### config.mk
export PLATFORM = sky130hd
export DESIGN_NAME = fdc_host_port
export DESIGN_NICKNAME = d
export VERILOG_FILES = /design/src/shared/fdc_port_pkg.sv /design/src/design/fdc_host_port.sv
export SDC_FILE = /design/constraint.sdc
export NUM_CORES = 1
export LEC_CHECK = 0
export BUFFER_PORTS_ARGS = -buffer_cell sky130_fd_sc_hd__buf_4
export CAP_MARGIN = 5
export CORE_ASPECT_RATIO = 0.6
export CORE_MARGIN = 1.5
export CORE_UTILIZATION = 47
export DETAILED_ROUTE_END_ITERATION = 16
export GPL_ROUTABILITY_DRIVEN = 0
export PLACE_DENSITY_LB_ADDON = 0.1
export SETUP_SLACK_MARGIN = 0.2
export SYNTH_ARGS = -nofsm -noshare
export SYNTH_HDL_FRONTEND = slang
export SYNTH_SLANG_ARGS = --single-unit
### constraint.sdc
create_clock -name clk_sys -period 3.4 [get_ports clk_sys]
set_input_delay 0.85 -clock clk_sys [delete_from_list [all_inputs] [get_ports clk_sys]]
set_output_delay 0.85 -clock clk_sys [all_outputs]
set_load 0.03 [all_outputs]
### src/shared/fdc_port_pkg.sv
// constants and carrier types for the floppy board host port
`default_nettype none
package fdc_port_pkg;
  // port offsets, decoded from the low three address lines
  localparam logic [2:0] PORT_CORE_CMD    = 3'h0;
  localparam logic [2:0] PORT_CORE_SECTOR = 3'h2;
  localparam logic [2:0] PORT_CORE_DATA   = 3'h3;
  localparam logic [2:0] PORT_STATUS      = 3'h4;
  localparam logic [2:0] PORT_CONTROL     = 3'h5;
  // values loaded by bus reset
  localparam logic [7:0] CORE_CMD_RESET    = 8'h03;
  localparam logic [7:0] CORE_SECTOR_RESET = 8'h01;
  localparam logic [7:0] CTL_RESET         = 8'h00;
  // status port bit positions
  localparam int STAT_CORE_INTERRUPT_REQUEST    = 0;
  localparam int STAT_MOTOR    = 1;
  localparam int STAT_TPI96    = 3;
  localparam int STAT_PRECOMP  = 4;
  localparam int STAT_TWOSIDED = 6;
  localparam int STAT_DRQ      = 7;
  // access delay after data request, in system clocks
  localparam logic [1:0] DELAY_SHORT = 2'h1;
  localparam logic [1:0] DELAY_LONG  = 2'h2;

  // bus pins sampled by the board
  typedef struct packed {
    logic [7:0] addr;     // address lines a7..a0
    logic [7:0] dataOut;  // data from the master
    logic       sOut;     // output cycle status
    logic       sInp;     // input cycle status
    logic       pSync;    // cycle start
    logic       pStvalN;  // status valid, active low
    logic       pDbin;    // read strobe
    logic       pWrN;     // write strobe, active low
  } s100_in_t;

  // drive status pins and clock jumper
  typedef struct packed {
    logic motorOn;     // spindle running
    logic tpi96;       // 96 track-per-inch drives
    logic precompNeed; // drives need precompensation
    logic twoSided;    // two-sided medium
    logic waitTwoClk;  // jumper: count two clocks
  } drive_stat_t;

  // drive control latch, bit 7 down to bit 0
  typedef struct packed {
    logic       singleDensity; // 1 = single density
    logic       waitMode;      // wait_mode_bit
    logic       fastStep;      // fast_step_select
    logic       precompOff;    // 1 = precompensation off
    logic       driveEnable;   // 0 = deselect all
    logic       size8;         // 1 = 8 inch interface
    logic [1:0] driveSel;      // drive number
  } ctl_t;

  typedef enum logic [1:0] {W_IDLE, W_DRQ, W_DELAY} wait_state_t;
endpackage
`default_nettype wire

### src/design/fdc_host_port.sv
// host port, wait-state and reset logic of the floppy controller board
`default_nettype none
// Overview of operation
// wait-state, polled and interrupt transfer modes
// written byte held in latch for core
// latch enabled only on captured output cycle
// status or core data buffered to bus
// pull RDY low during waits, then release
// read-only status port with drive facts
// control latch takes drive select and step
// precompensate only double-density writes
// each interface selects up to four drives
// bus reset defines core, latch, waits
// reset loads 03h command, 01h sector
// after reset core restores to track zero
// reset clears all control latch outputs
// reset forces pll phase four low
// reset sets both wait flip-flops high
// wait holds RDY until request plus delay
// reset or core interrupt ends wait
// wait and capture flops clocked, async reset
module fdc_host_port
  import fdc_port_pkg::*;
(
  input  wire logic        clk_sys,        // bus system clock
  input  wire logic        rst_n,          // bus reset, active low
  input  wire s100_in_t    busIn,          // bus pins
  input  wire logic [4:0]  boardAddr,      // address switch a7..a3
  input  wire drive_stat_t driveStat,      // drive status pins
  output logic [7:0]       dataIn,         // data toward master
  output logic             dataInOe,       // data-in drive enable
  output logic             rdyOut,         // RDY pin level
  output logic             rdyOe,          // RDY pulled low while high
  output logic             intOut,         // interrupt to master
  input  wire logic [7:0]  coreReadData,   // core data bus out
  input  wire logic        coreDrq,        // core_data_request
  input  wire logic        coreIntrq,      // core_interrupt_request
  input  wire logic        coreWriteGate,  // core write gate
  output logic [7:0]       coreWriteData,  // held write byte
  output logic [1:0]       coreAddr,       // core register select
  output logic             coreRd,         // core read strobe
  output logic             coreWr,         // core write strobe
  output logic             coreResetN,     // core reset, active low
  output logic [7:0]       coreCmdPreset,  // command register image
  output logic [7:0]       coreSectorPreset, // sector register image
  output logic             coreNotReady,   // status bit 7 image
  output logic             coreRestore,    // restore start pulse
  output ctl_t             ctlOut,         // control latch outputs
  output logic [3:0]       sel5,           // 5.25 inch drive selects
  output logic [3:0]       sel8,           // 8 inch drive selects
  output logic             driveWriteGate, // write gate to drives
  output logic             precompEnable,  // precompensation on
  output logic             pllPhase4       // pll phase four input
);

  // whole state of the port in one record, except the reset release pipe
  typedef struct packed {
    s100_in_t    busMeta;   // first sync stage, read only by busSync
    s100_in_t    busSync;   // second sync stage
    drive_stat_t statMeta;  // first sync stage of status pins
    drive_stat_t statSync;  // second sync stage
    logic        selected;  // captured board select
    logic        outCycle;  // captured output status
    logic        inCycle;   // captured input status
    logic [2:0]  port;      // captured low address
    logic        wrLast;    // write strobe one clock ago
    logic [7:0]  holdData;  // write_data_hold_latch
    logic [7:0]  dataIn;    // read_data_buffer
    logic        dataInOe;  // buffer enable
    ctl_t        ctl;       // drive_control_latch
    logic [7:0]  cmdImg;    // command register image
    logic [7:0]  sectorImg; // sector register image
    logic        notReady;  // status bit 7 image
    wait_state_t waitSt;    // wait_state_flipflops sequencer
    logic [1:0]  delayCnt;  // clocks counted after request
    logic        rdy;       // ready toward master
    logic        accessQual; // core access qualifier
    logic        phase4;    // pll_control_unit phase four
    logic        restoreDone; // restore already issued
    logic        restorePulse; // restore start pulse
    logic        intReq;    // interrupt toward master
  } state_t;

  state_t     st;      // registered state
  state_t     next_st; // next state
  logic [1:0] rstPipe; // reset release pipe
  logic       rstSync; // released reset

  // true when the low address selects a core register
  function automatic logic isCorePort(input logic [2:0] p);
    isCorePort = !p[2];
  endfunction

  // reset is taken at once and released through two flops
  always_ff @(posedge clk_sys or negedge rst_n)
  begin
    if (!rst_n)
      rstPipe <= 2'h0;
    else
      rstPipe <= {rstPipe[0], 1'b1};
  end
  assign rstSync = rstPipe[1];

  // derived strobes from synced pins
  logic readActive;  // board read in progress
  logic writeActive; // board write in progress
  logic wrStart;     // write strobe just went active
  logic aleCapture;  // cycle status valid now
  logic delayDone;   // access delay reached
  assign readActive  = st.selected && st.inCycle && st.busSync.pDbin;
  assign writeActive = st.selected && st.outCycle && !st.busSync.pWrN;
  assign wrStart     = writeActive && st.wrLast;
  assign aleCapture  = st.busSync.pSync && !st.busSync.pStvalN;
  assign delayDone   = (st.delayCnt + 2'h1) ==
                       (st.statSync.waitTwoClk ? DELAY_LONG : DELAY_SHORT);

  // next state
  always_comb
  begin
    next_st = st;
    // bus and drive status pins pass two flops before use
    next_st.busMeta  = busIn;
    next_st.busSync  = st.busMeta;
    next_st.statMeta = driveStat;
    next_st.statSync = st.statMeta;
    next_st.wrLast   = st.busSync.pWrN;
    // cycle capture at address latch time
    if (aleCapture)
    begin
      next_st.selected = (st.busSync.addr[7:3] == boardAddr) &&
                         (st.busSync.sOut || st.busSync.sInp);
      next_st.outCycle = st.busSync.sOut;
      next_st.inCycle  = st.busSync.sInp;
      next_st.port     = st.busSync.addr[2:0];
    end
    // every board write lands in the hold latch
    if (writeActive)
      next_st.holdData = st.busSync.dataOut;
    // control latch and register images on write start
    if (wrStart)
    begin
      if (st.port == PORT_CONTROL)
        next_st.ctl = ctl_t'(st.busSync.dataOut);
      if (st.port == PORT_CORE_CMD && st.accessQual)
        next_st.cmdImg = st.busSync.dataOut;
      if (st.port == PORT_CORE_SECTOR && st.accessQual)
        next_st.sectorImg = st.busSync.dataOut;
    end
    // read buffer, status port or core
    next_st.dataInOe = readActive;
    if (readActive && st.port == PORT_STATUS)
    begin
      next_st.dataIn                = 8'h00;
      next_st.dataIn[STAT_CORE_INTERRUPT_REQUEST]    = coreIntrq;
      next_st.dataIn[STAT_MOTOR]    = st.statSync.motorOn;
      next_st.dataIn[STAT_TPI96]    = st.statSync.tpi96;
      next_st.dataIn[STAT_PRECOMP]  = st.statSync.precompNeed;
      next_st.dataIn[STAT_TWOSIDED] = st.statSync.twoSided;
      next_st.dataIn[STAT_DRQ]      = coreDrq;
    end
    else if (readActive && isCorePort(st.port))
      next_st.dataIn = coreReadData;
    // wait sequencer
    case (st.waitSt)
      W_IDLE:
      begin
        // a fresh data register access arms the wait
        if (aleCapture && st.ctl.waitMode &&
            st.busSync.addr[7:3] == boardAddr &&
            (st.busSync.sOut || st.busSync.sInp) &&
            st.busSync.addr[2:0] == PORT_CORE_DATA)
        begin
          next_st.waitSt     = W_DRQ;
          next_st.rdy        = 1'b0;
          next_st.accessQual = 1'b0;
        end
      end
      W_DRQ:
      begin
        // stay stalled until the core asks for data
        if (coreDrq)
        begin
          next_st.waitSt   = W_DELAY;
          next_st.delayCnt = 2'h0;
        end
      end
      W_DELAY:
      begin
        // access time of the core plus bus sync
        if (delayDone)
        begin
          next_st.waitSt     = W_IDLE;
          next_st.rdy        = 1'b1;
          next_st.accessQual = 1'b1;
        end
        else
          next_st.delayCnt = st.delayCnt + 2'h1;
      end
      default:
        next_st.waitSt = W_IDLE;
    endcase
    // an error interrupt must not leave the master hung
    if (coreIntrq)
    begin
      next_st.waitSt     = W_IDLE;
      next_st.rdy        = 1'b1;
      next_st.accessQual = 1'b1;
    end
    // phase four runs only for double density
    next_st.phase4 = st.ctl.driveEnable && !st.ctl.singleDensity;
    // one restore start after the reset release
    next_st.restoreDone  = 1'b1;
    next_st.restorePulse = !st.restoreDone;
    // track zero found and other interrupts go out
    next_st.intReq = coreIntrq;
  end

  // state register, all defined by bus reset
  always_ff @(posedge clk_sys or negedge rstSync)
  begin
    if (!rstSync)
    begin
      st            <= '0;
      st.busMeta.pWrN    <= 1'b1;
      st.busSync.pWrN    <= 1'b1;
      st.busMeta.pStvalN <= 1'b1;
      st.busSync.pStvalN <= 1'b1;
      st.wrLast     <= 1'b1;
      st.ctl        <= ctl_t'(CTL_RESET);
      st.cmdImg     <= CORE_CMD_RESET;
      st.sectorImg  <= CORE_SECTOR_RESET;
      st.notReady   <= 1'b0;
      st.waitSt     <= W_IDLE;
      st.rdy        <= 1'b1;
      st.accessQual <= 1'b1;
      st.phase4     <= 1'b0;
    end
    else
      st <= next_st;
  end

  // outputs
  assign dataIn           = st.dataIn;
  assign dataInOe         = st.dataInOe;
  assign rdyOut           = 1'b0;
  assign rdyOe            = !st.rdy;
  assign intOut           = st.intReq;
  assign coreWriteData    = st.holdData;
  assign coreAddr         = st.port[1:0];
  // core strobes wait for the qualifier flop
  assign coreRd           = readActive && isCorePort(st.port) && st.accessQual;
  assign coreWr           = writeActive && isCorePort(st.port) && st.accessQual;
  assign coreResetN       = rstSync;
  assign coreCmdPreset    = st.cmdImg;
  assign coreSectorPreset = st.sectorImg;
  assign coreNotReady     = st.notReady;
  assign coreRestore      = st.restorePulse;
  assign ctlOut           = st.ctl;
  // one of four drives on the chosen interface
  always_comb
  begin
    sel5 = 4'h0;
    sel8 = 4'h0;
    if (st.ctl.driveEnable && st.ctl.size8)
      sel8[st.ctl.driveSel] = 1'b1;
    else if (st.ctl.driveEnable)
      sel5[st.ctl.driveSel] = 1'b1;
  end
  assign driveWriteGate = coreWriteGate && st.ctl.driveEnable;
  // single density never precompensates
  assign precompEnable  = driveWriteGate && !st.ctl.singleDensity && !st.ctl.precompOff;
  assign pllPhase4      = st.phase4;
endmodule
`default_nettype wire

==> key figures <==
Status
  – Run status: completed

Die
  – Row cnt: 26
  – IO Pins: about 110
  – Die area: 9450 µm²
  – Initial Utilization: just under 50%
  – Die width: 125 µm
  – Height of the die: 75.9 µm
  – Core footprint: approximately 8600 µm²

Yosys
  – Syn_area_per_cell: 14.4 µm²
  – Largest area contributor in the synthesized netlist: dfrtp_1
  – Share of the synthesized area in the top cell type: 62.5%
  – Synthesis-stage register bit count: 113
  – Synth Cell Area: 4160 µm²
  – Syn. warnings: 0
  – Synth Instances: 290
  – Seq/Total Area, Yosys: 68.2%
  – EDFF count, synth: 0
  – Synth cell count leaders: 104 x dfrtp_1, 46 x buf_4, 37 x mux2_2
  – Cell variety after synth: 39
  – Top-count cell post-synth: dfrtp_1
  – Synth area leaders: dfrtp_1 63%, mux2_2 10%, buf_4 8.3%, dfstp_2 5.7%, mux2i_1 1.4%
  – Ys flop type: dfrtp_1
  – Asr flop ratio synth: 100%

Timing
  – Minimum clock period: 2.56 ns
  – Max-slew violations: 0
  – Slew headroom: 49.0%
  – RSZ-0062 raised after global routing: false
  – Setup TNS Final: 0 ns
  – Period utilization: 75.3%
  – Hold Fails Final Rpt: 0
  – FMAX: 390 MHz
  – Final setup fails: 0
  – Final Skew: 0.00735 ns
  – Worst-Margin Slew: 0.761 ns

Clock network
  – Max Root-Sink Buffers: 2
  – Total CTS buffers: 17
  – CTS clk-pin slew, worst paths: 0.05 ns
  – CTS root buf: clkbuf_16
  – Hold buffer count at CTS: 0
  – Worst-skew pair later-pin latency: 0.40 ns
  – H-tree levels: 4
  – CTS tree: built
  – Post-CTS Setup Inserts: 0
  – Post-cts gate resize count: 0
  – Clock Sinks: 113

Place
  – Port Buf Inserts: 104
  – Placed Area: 4760 µm²
  – Dpl cells: 462
  – Post-DP HPWL: 4.98 mm

Worst setup path
  – Crit-path cells: nand3b_1 > nor3_1 > buf_4
  – Setup crit start: next_st[52]
  – Path type of the worst setup path: flop to output pin
  – Type of element capturing the critical path: output pin
  – Worst path slowest cell: nand3b_1
  – Worst path required time: ~2.6 ns
  – Critical path arrival: between 1.5 and 2 ns
  – Reg2Reg Depth: 3
  – Crit Path Max Fanout: 10
  – CP max stage delay: 0.46 ns
  – CP Launch Type: flop
  – Reg2reg start: next_st[52]
  – WP buf/inv: 1
  – Levels on crit path: 3
  – CP top delay family: simple AND/OR/NAND/NOR gates

Layout
  – Fraction of layout cells with a size suffix above 1: 50.3%
  – Post-layout nets: a little over 400
  – Final Util: 62.3%
  – Layout area overhead: 27.9%
  – Final instance area: approximately 5300 µm²
  – Ant diodes: 0
  – Layout Cells excl Fill: 494

Global routing
  – Global router's overall resource usage: 17.0%
  – Largest net degree at the start of global routing: 57
  – Gr ovfl total: 0
  – First-pass GRT wire length: around 12 mm
  – Number of global-route vias before repair: 2391
  – Initial antenna violation count: 0

Drt
  – Drt drc: 0
  – Wire length per cell: 14.5 µm
  – Post-Route WL: between 7 and 8 mm
  – Antenna-violating nets left: 0
  – Drt via density: 4.67
  – Vias after detailed routing: between 2000 and 2500
  – DR iter-0 viols: 74
  – Pre-antenna DRT Iters: 4

Power and ir drop
  – Peak supply drop: approximately 0.41 mV
  – Tot Pwr: 3.47 mW
  – Lkg Pwr: roughly 2.6 nW
  – Power Density: 651 nW/µm²

Run
  – Number of max-cap violations: 0

Worst hold path
  – Min-Delay Path Class: input pin to asynchronous set/reset pin
[final cells by class]
cell class                      count  area [µm²]
Sequential cell                   113        2840
Tap cell                          112         140
Multi-Input combinational cell    125         956
Clock buffer                       20         457
Inverter                            5        18.8
Fill cell                         684        3230
Timing Repair Buffer              107         803
Clock inverter                     12         110
[worst paths after layout]
check                              end  slack [ns]
max                             coreWr        0.84
min reg2reg                     st[85]        0.34
min in group clk_sys            st[85]        0.34
max in group asynchronous  next_st[76]        1.81
min                         rstPipe[1]        0.22
max reg2reg                  ctlOut[1]        1.27
[cells in the final DEF (no fill, tap or decap), types with 2 or more instances in the layout]
| cell | Yosys | final |
|---|---|---|
| clkinvlp_4 | 0 | 7 |
| dfrtp_1 | 104 | 103 |
| o21ai_0 | 4 | 4 |
| clkbuf_16 | 0 | 17 |
| mux2i_1 | 6 | 6 |
| nor3b_1 | 2 | 2 |
| xor2_1 | 5 | 5 |
| clkinv_2 | 0 | 2 |
| mux2_2 | 37 | 37 |
| nor3_1 | 4 | 4 |
| buf_4 | 46 | 107 |
| a21oi_1 | 8 | 8 |
| inv_1 | 5 | 5 |
| nand2_1 | 10 | 10 |
| conb_1 | 2 | 4 |
| nand3_1 | 2 | 2 |
| dfstp_2 | 9 | 9 |
| nor2b_1 | 4 | 4 |
| nand2b_1 | 3 | 3 |
| nor2_1 | 16 | 16 |
| clkbuf_8 | 0 | 2 |
[stage by stage]
stage | worst slack, ns | hold WS [ns]
floorplan | 0.612 | 0.331
global placement | 1.14 | 0.331
detailed placement | 1.12 | 0.335
CTS | 0.794 | 0.205
global route | 0.702 | 0.207
finish | 0.839 | 0.221
[flip-flops by register name, summed over array words and instances, names as in the netlist]
name and count:
coreAddr 2, coreCmdPreset 8, coreRestore 1, coreSectorPreset 8
coreWriteData 8, ctlOut 8, dataIn 8, dataInOe 1
intOut 1, next_st 28, pllPhase4 1, rstPipe 2
st 37
[where the power goes]
group	total, mW	leakage, nW	switching [mW]	internal (mW)
sequential	1.50	1.36	0.0577	1.44
clock	1.64	0.257	0.598	1.04
combinational	0.327	0.975	0.186	0.141
total	3.47	2.60	0.842	2.62
[per-layer routing]
metal  part of all wire [%]  vias to the layer above  global-route usage [%]
met1                     48                     1145                    23.5
met4                    1.1                        0                    7.93
met3                    6.2                        8                    6.07
met5                      0                        -                       0
li1                       -                     1089                       -
met2                     44                       67                    24.2
[logic make-up after synthesis]
family                 share of synthesized area (%)
XOR/XNOR                                        1.26
AND/OR/NAND/NOR                                 7.18
AO/OA/AOI/OAI                                   2.70
buffers and inverters                           9.04
flip-flops                                      68.2
other                                          0.180
multiplexers                                    11.4
(Power assumes the default switching activity.)
